## src/verilog/endpoint_fifo_irq_regs_defines.svh

```systemverilog
`ifndef ENDPOINT_FIFO_IRQ_REGS_DEFINES_SVH
`define ENDPOINT_FIFO_IRQ_REGS_DEFINES_SVH

`define OFS_ISO_IN_PPF_EP8 16'he643
`define OFS_FORCE_IN_PKT_END 16'he648
`define OFS_FORCE_OUT_PKT_END 16'he649
`define OFS_EP2_FIFO_IE 16'he650
`define OFS_EP2_FIFO_IRQ 16'he651
`define OFS_EP4_FIFO_IE 16'he652
`define OFS_EP4_FIFO_IRQ 16'he653
`define OFS_EP6_FIFO_IE 16'he654
`define OFS_EP6_FIFO_IRQ 16'he655
`define OFS_EP8_FIFO_IE 16'he656
`define OFS_EP8_FIFO_IRQ 16'he657
`define OFS_IBN_IE 16'he658
`define OFS_IBN_IRQ 16'he659
`define OFS_NAK_IE 16'he65a
`define OFS_NAK_IRQ 16'he65b
`define OFS_USB_IE 16'he65c
`define OFS_TC_BYTE2 16'he6cf
`define OFS_TC_BYTE1 16'he6d0
`define OFS_TC_BYTE0 16'he6d1
`define OFS_EP2_FLAG_SEL 16'he6d2
`define OFS_EP2_STOP_ON_FLAG 16'he6d3
`define OFS_EP2_TRIGGER 16'he6d4

`define RST_PPF 2'h1
`define RST_TC 24'h000001
`define POS_AUTO_ADJUST 7
`define POS_SKIP 7
`define POS_EDGE_SELECT 3
`define POS_PROG_FLAG 2
`define POS_EMPTY_FLAG 1
`define POS_FULL_FLAG 0
`define POS_NAK_IBN 0
`define MASK_IBN 8'h3f
`define MASK_NAK 8'hfd
`define MASK_USB 8'h7f

`endif

```

## src/verilog/endpoint_fifo_irq_regs_pkg.sv

```systemverilog
package endpoint_fifo_irq_regs_pkg;
	typedef struct packed {
		logic [15:0] addr;
		logic [7:0] wdata;
		logic wr;
		logic rd;
	} reg_req_t;

	typedef struct packed {
		logic strobe;
		logic skip;
		logic [3:0] endpoint;
	} pkt_end_cmd_t;

	typedef struct packed {
		logic edge_select;
		logic prog;
		logic empty;
		logic full;
	} fifo_ie_t;

	typedef struct packed {
		logic prog;
		logic empty;
		logic full;
	} fifo_flags_t;
endpackage

```

## src/verilog/endpoint_fifo_irq_regs.sv

```systemverilog
`include "endpoint_fifo_irq_regs_defines.svh"
`timescale 1ns/1ns
`default_nettype none
module endpoint_fifo_irq_regs
	import endpoint_fifo_irq_regs_pkg::*;
(
	// Clock and reset
	input wire logic clock_in,
	input wire logic arst_n_in,
	// Register port
	input wire logic [15:0] addr_in,
	input wire logic [7:0] wdata_in,
	input wire logic wr_in,
	input wire logic rd_in,
	output logic [7:0] rdata_out,
	// Hardware events, one-cycle pulses from core logic
	input wire logic [11:0] fifo_flag_event_in,
	input wire logic [5:0] in_bulk_nak_event_in,
	input wire logic [5:0] nak_event_in,
	// Waveform engine status
	input wire logic ep2_prog_flag_in,
	input wire logic waveform_busy_in,
	// Control to the endpoint and waveform logic
	output logic [1:0] packets_per_frame_count_out,
	output logic auto_adjust_flag_out,
	output pkt_end_cmd_t force_in_cmd_out,
	output pkt_end_cmd_t force_out_cmd_out,
	output logic [6:0] usb_event_irq_enable_out,
	output logic [23:0] transaction_count_out,
	output logic [1:0] flag_select_out,
	output logic waveform_start_out,
	output logic waveform_stop_out,
	// Interrupt
	output logic irq_out
);

	logic rst_sync1;
	logic rst_n;
	reg_req_t req;
	logic [1:0] ppf;
	logic auto_adjust_flag;
	fifo_ie_t fifo_ie [4];
	fifo_flags_t fifo_irq [4];
	logic [5:0] ibn_ie;
	logic [5:0] ibn_irq;
	logic [6:0] nak_ie;
	logic [6:0] nak_irq;
	logic [6:0] usb_ie;
	logic [23:0] tc;
	logic [1:0] fsel;
	logic stop_en;
	logic prog_q;
	logic [7:0] next_rdata;
	logic next_irq;

	function automatic logic hit(input logic [15:0] a, input logic [15:0] ofs);
		hit = (a == ofs);
	endfunction

	assign req = '{addr: addr_in, wdata: wdata_in, wr: wr_in, rd: rd_in};

	// Reset release passes two flops so all flops leave reset together
	always_ff @(posedge clock_in or negedge arst_n_in) begin
		if (!arst_n_in) begin
			rst_sync1 <= 1'b0;
			rst_n <= 1'b0;
		end else begin
			rst_sync1 <= 1'b1;
			rst_n <= rst_sync1;
		end
	end

	always_ff @(posedge clock_in or negedge rst_n) begin
		if (!rst_n) begin
			ppf <= `RST_PPF;
			auto_adjust_flag <= 1'b0;
		end else if (req.wr && hit(req.addr, `OFS_ISO_IN_PPF_EP8)) begin
			ppf <= req.wdata[1:0];
			auto_adjust_flag <= req.wdata[`POS_AUTO_ADJUST];
		end
	end

	always_ff @(posedge clock_in or negedge rst_n) begin
		if (!rst_n) begin
			force_in_cmd_out <= '0;
			force_out_cmd_out <= '0;
		end else begin
			force_in_cmd_out <= '{strobe: req.wr && hit(req.addr, `OFS_FORCE_IN_PKT_END),
				skip: req.wdata[`POS_SKIP], endpoint: req.wdata[3:0]};
			force_out_cmd_out <= '{strobe: req.wr && hit(req.addr, `OFS_FORCE_OUT_PKT_END),
				skip: req.wdata[`POS_SKIP], endpoint: req.wdata[3:0]};
		end
	end

	// FIFO flag enable and request pairs at base plus 2*i
	always_ff @(posedge clock_in or negedge rst_n) begin
		if (!rst_n) begin
			for (int i = 0; i < 4; i++) begin
				fifo_ie[i] <= '0;
				fifo_irq[i] <= '0;
			end
		end else begin
			for (int i = 0; i < 4; i++) begin
				if (req.wr && hit(req.addr, `OFS_EP2_FIFO_IE + 16'(2 * i)))
					fifo_ie[i] <= req.wdata[3:0];
				// Set wins over a simultaneous clear so no event is lost
				if (req.wr && hit(req.addr, `OFS_EP2_FIFO_IRQ + 16'(2 * i)))
					fifo_irq[i] <= (fifo_irq[i] & ~req.wdata[2:0])
						| fifo_flag_event_in[3*i +: 3];
				else
					fifo_irq[i] <= fifo_irq[i] | fifo_flag_event_in[3*i +: 3];
			end
		end
	end

	always_ff @(posedge clock_in or negedge rst_n) begin
		if (!rst_n) begin
			ibn_ie <= '0;
			ibn_irq <= '0;
		end else begin
			if (req.wr && hit(req.addr, `OFS_IBN_IE))
				ibn_ie <= req.wdata[5:0];
			if (req.wr && hit(req.addr, `OFS_IBN_IRQ))
				ibn_irq <= (ibn_irq & ~req.wdata[5:0]) | in_bulk_nak_event_in;
			else
				ibn_irq <= ibn_irq | in_bulk_nak_event_in;
		end
	end

	// NAK bit 0 is the summary of pending in-bulk-nak requests that ibn_ie enables
	always_ff @(posedge clock_in or negedge rst_n) begin
		if (!rst_n) begin
			nak_ie <= '0;
			nak_irq <= '0;
			usb_ie <= '0;
		end else begin
			if (req.wr && hit(req.addr, `OFS_NAK_IE))
				nak_ie <= {req.wdata[7:2], req.wdata[`POS_NAK_IBN]};
			if (req.wr && hit(req.addr, `OFS_USB_IE))
				usb_ie <= req.wdata[6:0];
			nak_irq[0] <= |(ibn_irq & ibn_ie);
			if (req.wr && hit(req.addr, `OFS_NAK_IRQ))
				nak_irq[6:1] <= (nak_irq[6:1] & ~req.wdata[7:2]) | nak_event_in;
			else
				nak_irq[6:1] <= nak_irq[6:1] | nak_event_in;
		end
	end

	always_ff @(posedge clock_in or negedge rst_n) begin
		if (!rst_n) begin
			tc <= `RST_TC;
			fsel <= '0;
			stop_en <= 1'b0;
		end else if (req.wr) begin
			if (hit(req.addr, `OFS_TC_BYTE2))
				tc[23:16] <= req.wdata;
			if (hit(req.addr, `OFS_TC_BYTE1))
				tc[15:8] <= req.wdata;
			if (hit(req.addr, `OFS_TC_BYTE0))
				tc[7:0] <= req.wdata;
			if (hit(req.addr, `OFS_EP2_FLAG_SEL))
				fsel <= req.wdata[1:0];
			if (hit(req.addr, `OFS_EP2_STOP_ON_FLAG))
				stop_en <= req.wdata[0];
		end
	end

	// Stop only on a rising programmable flag while a transaction runs
	always_ff @(posedge clock_in or negedge rst_n) begin
		if (!rst_n) begin
			prog_q <= 1'b0;
			waveform_start_out <= 1'b0;
			waveform_stop_out <= 1'b0;
		end else begin
			prog_q <= ep2_prog_flag_in;
			waveform_start_out <= req.wr && hit(req.addr, `OFS_EP2_TRIGGER);
			waveform_stop_out <= stop_en && waveform_busy_in
				&& ep2_prog_flag_in && !prog_q;
		end
	end

	always_comb begin
		next_rdata = 8'h00;
		if (req.rd) begin
			case (req.addr)
				`OFS_ISO_IN_PPF_EP8: next_rdata = {auto_adjust_flag, 5'h00, ppf};
				`OFS_EP2_FIFO_IE: next_rdata = {4'h0, fifo_ie[0]};
				`OFS_EP2_FIFO_IRQ: next_rdata = {5'h00, fifo_irq[0]};
				`OFS_EP4_FIFO_IE: next_rdata = {4'h0, fifo_ie[1]};
				`OFS_EP4_FIFO_IRQ: next_rdata = {5'h00, fifo_irq[1]};
				`OFS_EP6_FIFO_IE: next_rdata = {4'h0, fifo_ie[2]};
				`OFS_EP6_FIFO_IRQ: next_rdata = {5'h00, fifo_irq[2]};
				`OFS_EP8_FIFO_IE: next_rdata = {4'h0, fifo_ie[3]};
				`OFS_EP8_FIFO_IRQ: next_rdata = {5'h00, fifo_irq[3]};
				`OFS_IBN_IE: next_rdata = {2'h0, ibn_ie};
				`OFS_IBN_IRQ: next_rdata = {2'h0, ibn_irq};
				`OFS_NAK_IE: next_rdata = {nak_ie[6:1], 1'b0, nak_ie[0]};
				`OFS_NAK_IRQ: next_rdata = {nak_irq[6:1], 1'b0, nak_irq[0]};
				`OFS_USB_IE: next_rdata = {1'b0, usb_ie};
				`OFS_TC_BYTE2: next_rdata = tc[23:16];
				`OFS_TC_BYTE1: next_rdata = tc[15:8];
				`OFS_TC_BYTE0: next_rdata = tc[7:0];
				`OFS_EP2_FLAG_SEL: next_rdata = {6'h00, fsel};
				`OFS_EP2_STOP_ON_FLAG: next_rdata = {7'h00, stop_en};
				default: next_rdata = 8'h00;
			endcase
		end
	end

	// Edge-select qualifies nothing here; the flag source decides edge vs level
	always_comb begin
		next_irq = 1'b0;
		for (int i = 0; i < 4; i++)
			next_irq = next_irq | (|(fifo_irq[i] & {fifo_ie[i].prog, fifo_ie[i].empty,
				fifo_ie[i].full}));
		next_irq = next_irq | (|(nak_irq & nak_ie));
	end

	always_ff @(posedge clock_in or negedge rst_n) begin
		if (!rst_n) begin
			rdata_out <= 8'h00;
			irq_out <= 1'b0;
			packets_per_frame_count_out <= `RST_PPF;
			auto_adjust_flag_out <= 1'b0;
			usb_event_irq_enable_out <= '0;
			transaction_count_out <= `RST_TC;
			flag_select_out <= '0;
		end else begin
			rdata_out <= next_rdata;
			irq_out <= next_irq;
			packets_per_frame_count_out <= ppf;
			auto_adjust_flag_out <= auto_adjust_flag;
			usb_event_irq_enable_out <= usb_ie;
			transaction_count_out <= tc;
			flag_select_out <= fsel;
		end
	end

endmodule
`default_nettype wire

```

## config.mk

```make
export PLATFORM = sky130hd
export DESIGN_NAME = endpoint_fifo_irq_regs
export DESIGN_NICKNAME = d
export VERILOG_FILES = /design/src/verilog/endpoint_fifo_irq_regs_pkg.sv /design/src/verilog/endpoint_fifo_irq_regs.sv
export VERILOG_INCLUDE_DIRS = /design/src /design/src/verilog
export SDC_FILE = /design/constraint.sdc
export NUM_CORES = 1
export LEC_CHECK = 0
export ABC_AREA = 1
export BUFFER_PORTS_ARGS = -buffer_cell sky130_fd_sc_hd__buf_2
export CAP_MARGIN = 40
export CORE_UTILIZATION = 62
export CTS_BUF_LIST = sky130_fd_sc_hd__clkbuf_4
export DETAILED_ROUTE_END_ITERATION = 8
export GPL_TIMING_DRIVEN = 0
export PLACE_DENSITY = 0.87
export SETUP_SLACK_MARGIN = 0.15
export SYNTH_ARGS = -nofsm -noshare
export SYNTH_HDL_FRONTEND = slang
export SYNTH_SLANG_ARGS = --single-unit
```

## constraint.sdc

```tcl
create_clock -name clock_in -period 8.01 [get_ports clock_in]
set_input_delay 2.403 -clock clock_in [delete_from_list [all_inputs] [get_ports clock_in]]
set_output_delay 2.403 -clock clock_in [all_outputs]
set_load 0.01 [all_outputs]
```

* Word-level counts from Yosys, hierarchy flattened
Cells that the tools add are included.
** Cells by class
- Equal/unequal tests :: 22
- Muxes and demuxes :: 8
- Bitwise operators :: 31
- Reductions and logical operators :: 32
** Operator list (number)
- $eq 16x16->1 const B :: 22
- $pmux 8 s19 :: 1
- $and 3x3->3 :: 8
- $or 3x3->3 :: 8
- $or 6x6->6 :: 4
- $logic_and 1x1->1 :: 20
- $and 6x6->6 :: 3
- $mux 3 :: 4
- $mux 6 :: 2
- $not 6->6 :: 2
- $reduce_or 3->1 :: 4
- $reduce_and 2->1 :: 5
- $mux 8 :: 1
- $and 7x7->7 :: 1
- $reduce_or 7->1 :: 1
- $reduce_or 6->1 :: 1
- $or 1x1->1 :: 4
- $not 3->3 :: 1
- $logic_not 1->1 :: 1
** Word-level totals
- Register bits after elaboration :: 148
- Input port bits :: 54
- Output and inout bits :: 59

* Longest topological paths before layout
- Depth in word-level cells :: 6
- Mapped depth :: 13
- Mapped depth without buffers :: 12

* Least setup slack after synthesis
Ideal clock, no wire load.
- Kind :: input -> register
- From :: in addr_in[8]
- To :: reg tc[15]
- Arrival :: 3414 ps
- Slack :: 4474 ps
- Cell stages on the path :: 9
- Path through :: nor2_1 > nand2_1 > nor2_8 > nand2_2 > nor2_4 > nand2_2 > buf_6 > nand2_1 > o21ai_2
** On the way
- Word-level cells in the longest chain between the ends :: 2
** RTL lines
- from (decl) :: RTL line endpoint_fifo_irq_regs.sv:11 : input wire logic [15:0] addr_in,
- $eq 16x16->1 :: RTL line endpoint_fifo_irq_regs.sv:57 : hit = (a == ofs);
- $reduce_and 2->1 (no source line)
- to (signal assigned) :: RTL line endpoint_fifo_irq_regs.sv:151 : tc <= `RST_TC;
- to (signal assigned) :: RTL line endpoint_fifo_irq_regs.sv:158 : tc[15:8] <= req.wdata;
- to (decl) :: RTL line endpoint_fifo_irq_regs.sv:49 : logic [23:0] tc;
Every way passes these cells.
A chain may end at the register's enable or synchronous reset.

* Worst setup path after layout
- From :: reg force_out_cmd_out[0] (netlist bit)
- To :: out force_out_cmd_out[0] (netlist bit)
** RTL lines
- from (decl) :: RTL line endpoint_fifo_irq_regs.sv:27 : output pkt_end_cmd_t force_out_cmd_out,
- from (signal assigned) :: RTL line endpoint_fifo_irq_regs.sv:90 : force_out_cmd_out <= '{strobe: req.wr && hit(req.addr, `OFS_FORCE_OUT_PKT_END),
No word-level cell between the ends.

==> impl_metrics.csv <==
group,metric,value,unit
placed_design,portBuffers,112,
timing,finalCritPeriodShare,45.3,%
global_routing,grt_max_degree,59,
detailed_routing,vias,5877,
synthesis,syn_nets,813,
synthesis,yosysTopAreaCellShare,53.3,%
outcome,status,"completed",
timing,tightest_slew,0.860,ns
timing,hold_viol_final,0,
global_routing,grt_overflow_total,0,
global_routing,grt_first_pass_wirelength,30900,microns
synthesis,syn_inst,759,
timing,holdWs,0.299,ns
timing,setup_ws,4.38,ns
detailed_routing,vias_per_cell,5.65,
power,p_per_area,178,nW/um^2
clock_tree,cts.sinks,148,
clock_tree,cts_resized,0,
layout,fin_cells,1041,
detailed_routing,drcViolationCount,0,
global_routing,grtUsageTotal,36.8,%
synthesis,yosys-top-cells-area,"dfrtp_1, nand2_1, inv_1",
placed_design,place_ws,4.00,ns
timing,rsz0062_at_grt,"false",
setup_path,cp.arrival,1.22,ns
layout,syn2layout_area_growth,17.0,%
job,drv_cap,0,
detailed_routing,firstDrtPassIters,5,
clock_tree,ctsHoldBuffers,0,
layout,register_area,3710,sq um
clock_tree,clk_latency,0.56,ns
power,p_leak,4.12,nW
floorplan,io_pins,113,
synthesis,synth_top_flop_cell,"dfrtp_1",
clock_tree,cts_tree,"yes",
detailed_routing,ant_nets,0,
timing,tns,0,ns
clock_tree,clk_pin_slew,0.14,ns
floorplan,die_area,11300,sq um
global_routing,grt_pass1_vias,6044,
layout,fin_nets,946,
floorplan,rows,37,
timing,final_max_slew_viol_count,0,
synthesis,synthesis.area,6760,sq um
clock_tree,clock_tree.buffer_depth,2,
timing,timing.slew.headroom,42.7,%
setup_path,cp-end-kind,"output pin",
synthesis,synth_warnings,0,
setup_path,crit_fanout,2,
placed_design,hpwl,14200,microns
floorplan,initial_utilization,64.6,%
synthesis,ys_types,35,
layout,multi_input_area,2550,sq um
synthesis,synth_edf_count,0,
layout,drive_gt1_share,28.2,%
detailed_routing,wl_per_cell,18.3,microns
hold_path,min_path_type,"reg2async",
clock_tree,cts_root_buf,"clkbuf_4",
setup_path,critPathLaunchType,"flip-flop",
placed_design,place_congestion,0.921,
placed_design,dp_cells,1009,
clock_tree,postCtsSetupBuffers,0,
setup_path,required,5.61,ns
synthesis,synth_seq_cells,148,
timing,setup-violations-final,0,
layout,fillers,752,
layout,antenna-diode-count,0,
global_routing,antenna_found_initial,0,
power,ir_worst_vdd,0.131,mV
timing,clock.fmax,0.276,GHz
floorplan,die_w,106,microns
clock_tree,h-tree-depth,4,
setup_path,critical_path_class,"reg2out",
timing,fin_skew,0.0168,ns
floorplan,core_area,10500,sq um
synthesis,ys_async_sr_fraction,100,%
power,total_power,1.41,mW
synthesis,postSynthAreaPerCell,8.90,sq um
detailed_routing,routed_wl,19100,microns
floorplan,die_y,106,microns
detailed_routing,drt-initial-drc-count,468,
synthesis,ys_seq_area_share,54.9,%
clock_tree,numCtsBuffers,17,
timing,fin_crit,3.63,ns
synthesis,synth_top_cell_by_area,"dfrtp_1",
==> power breakdown <==
part	total (mW)	internal, mW	leakage (nW)	switching, mW
sequential	0.754	0.750	1.76	0.00456
clock	0.581	0.288	0.190	0.293
combinational	0.0729	0.0223	2.16	0.0506
total	1.41	1.06	4.12	0.348
==> layout by cell type (no fill, tap or decap), types with 5 or more instances in the layout <==
cell / instances
inv_2: 6
nand2_1: 196
nor2_1: 76
buf_4: 8
buf_2: 114
nor2_2: 13
o21ai_0: 40
inv_1: 83
o21ai_2: 28
buf_6: 6
nor2_4: 17
clkbuf_4: 18
nand3_1: 41
o22ai_1: 5
o21a_1: 10
nand2_2: 21
bufinv_16: 5
o21ai_1: 16
dfrtp_1: 143
o21bai_1: 13
==> Yosys cell counts (all sizes together) (2+ instances only) <==
cell / number
nand2: 218
dfrtp: 144
nor2: 107
inv: 89
o21ai: 84
nand3: 42
buf: 16
o21bai: 13
o21a: 10
nor3: 5
o22ai: 5
clkbuf: 4
dfstp: 4
nand4: 4
o211ai: 3
a21oi: 2
nand3b: 2
o221ai: 2
==> logic make-up (layout without fill, tap and decap cells) <==
family | after synthesis | count (layout) | synth area share (%)
compound gates | 121 | 121 | 11.8
buf+inv | 110 | 256 | 7.28
flops | 148 | 148 | 54.9
other cells | 1 | 1 | 0.0555
simple gates | 379 | 379 | 26.0
==> metrics by stage <==
step           area [sq um]  utilization (%)
2_1_floorplan          6760                -
3_3_place_gp           7490             71.5
3_5_place_dp           7540             72.1
4_1_cts                7900             75.5
5_1_grt                7900             75.5
6_report               7900             75.5
==> routing by layer <==
metal	global-route usage, %	share of wire [%]	vias up
met1	46.4	40	2834
met2	59.2	48	298
met5	0	0	-
met3	8.28	7.1	72
met4	19.7	4.3	0
li1	-	-	2673
==> state kept, by name, summed over array words and instances, names as in the netlist, 2 cells and up <==
name	cells
fifo_irq	12
nak_ie	7
usb_event_irq_enable_out	7
tc	24
usb_ie	7
rdata_out	8
ibn_ie	6
fsel	2
transaction_count_out	24
flag_select_out	2
ppf	2
nak_irq	7
force_out_cmd_out	6
fifo_ie	16
ibn_irq	6
packets_per_frame_count_out	2
==> worst paths after layout <==
kind	startpoint	end	slack [ns]	cells past startpoint
worst min register to register	rst_n	force_out_cmd_out[1]	0.30	0
worst max register to register	rst_n	ppf[0]	6.68	2
worst min-delay path	rst_n	force_out_cmd_out[1]	0.30	0
worst max-delay path	force_out_cmd_out[0]	force_out_cmd_out[0]	4.38	2
max in group asynchronous	arst_n_in	rst_n	6.29	1
min in group clock_in	rst_sync1	rst_n	0.38	0
==> critical path, stage by stage, from the launching register on <==
cell and delay, ns:
dfrtp_1 0.41, buf_4 0.13, buf_2 0.13
==> layout make-up <==
type	instances	share of cell area, %
Sequential cell	148	47.0
Inverter	90	4.29
Buffer	20	1.93
Timing Repair Buffer	114	7.79
Clock inverter	14	2.83
Tap cell	136	2.15
Clock buffer	18	1.71
Multi-Input combinational cell	501	32.3
No activity file was read; power rests on OpenSTA's default activity.
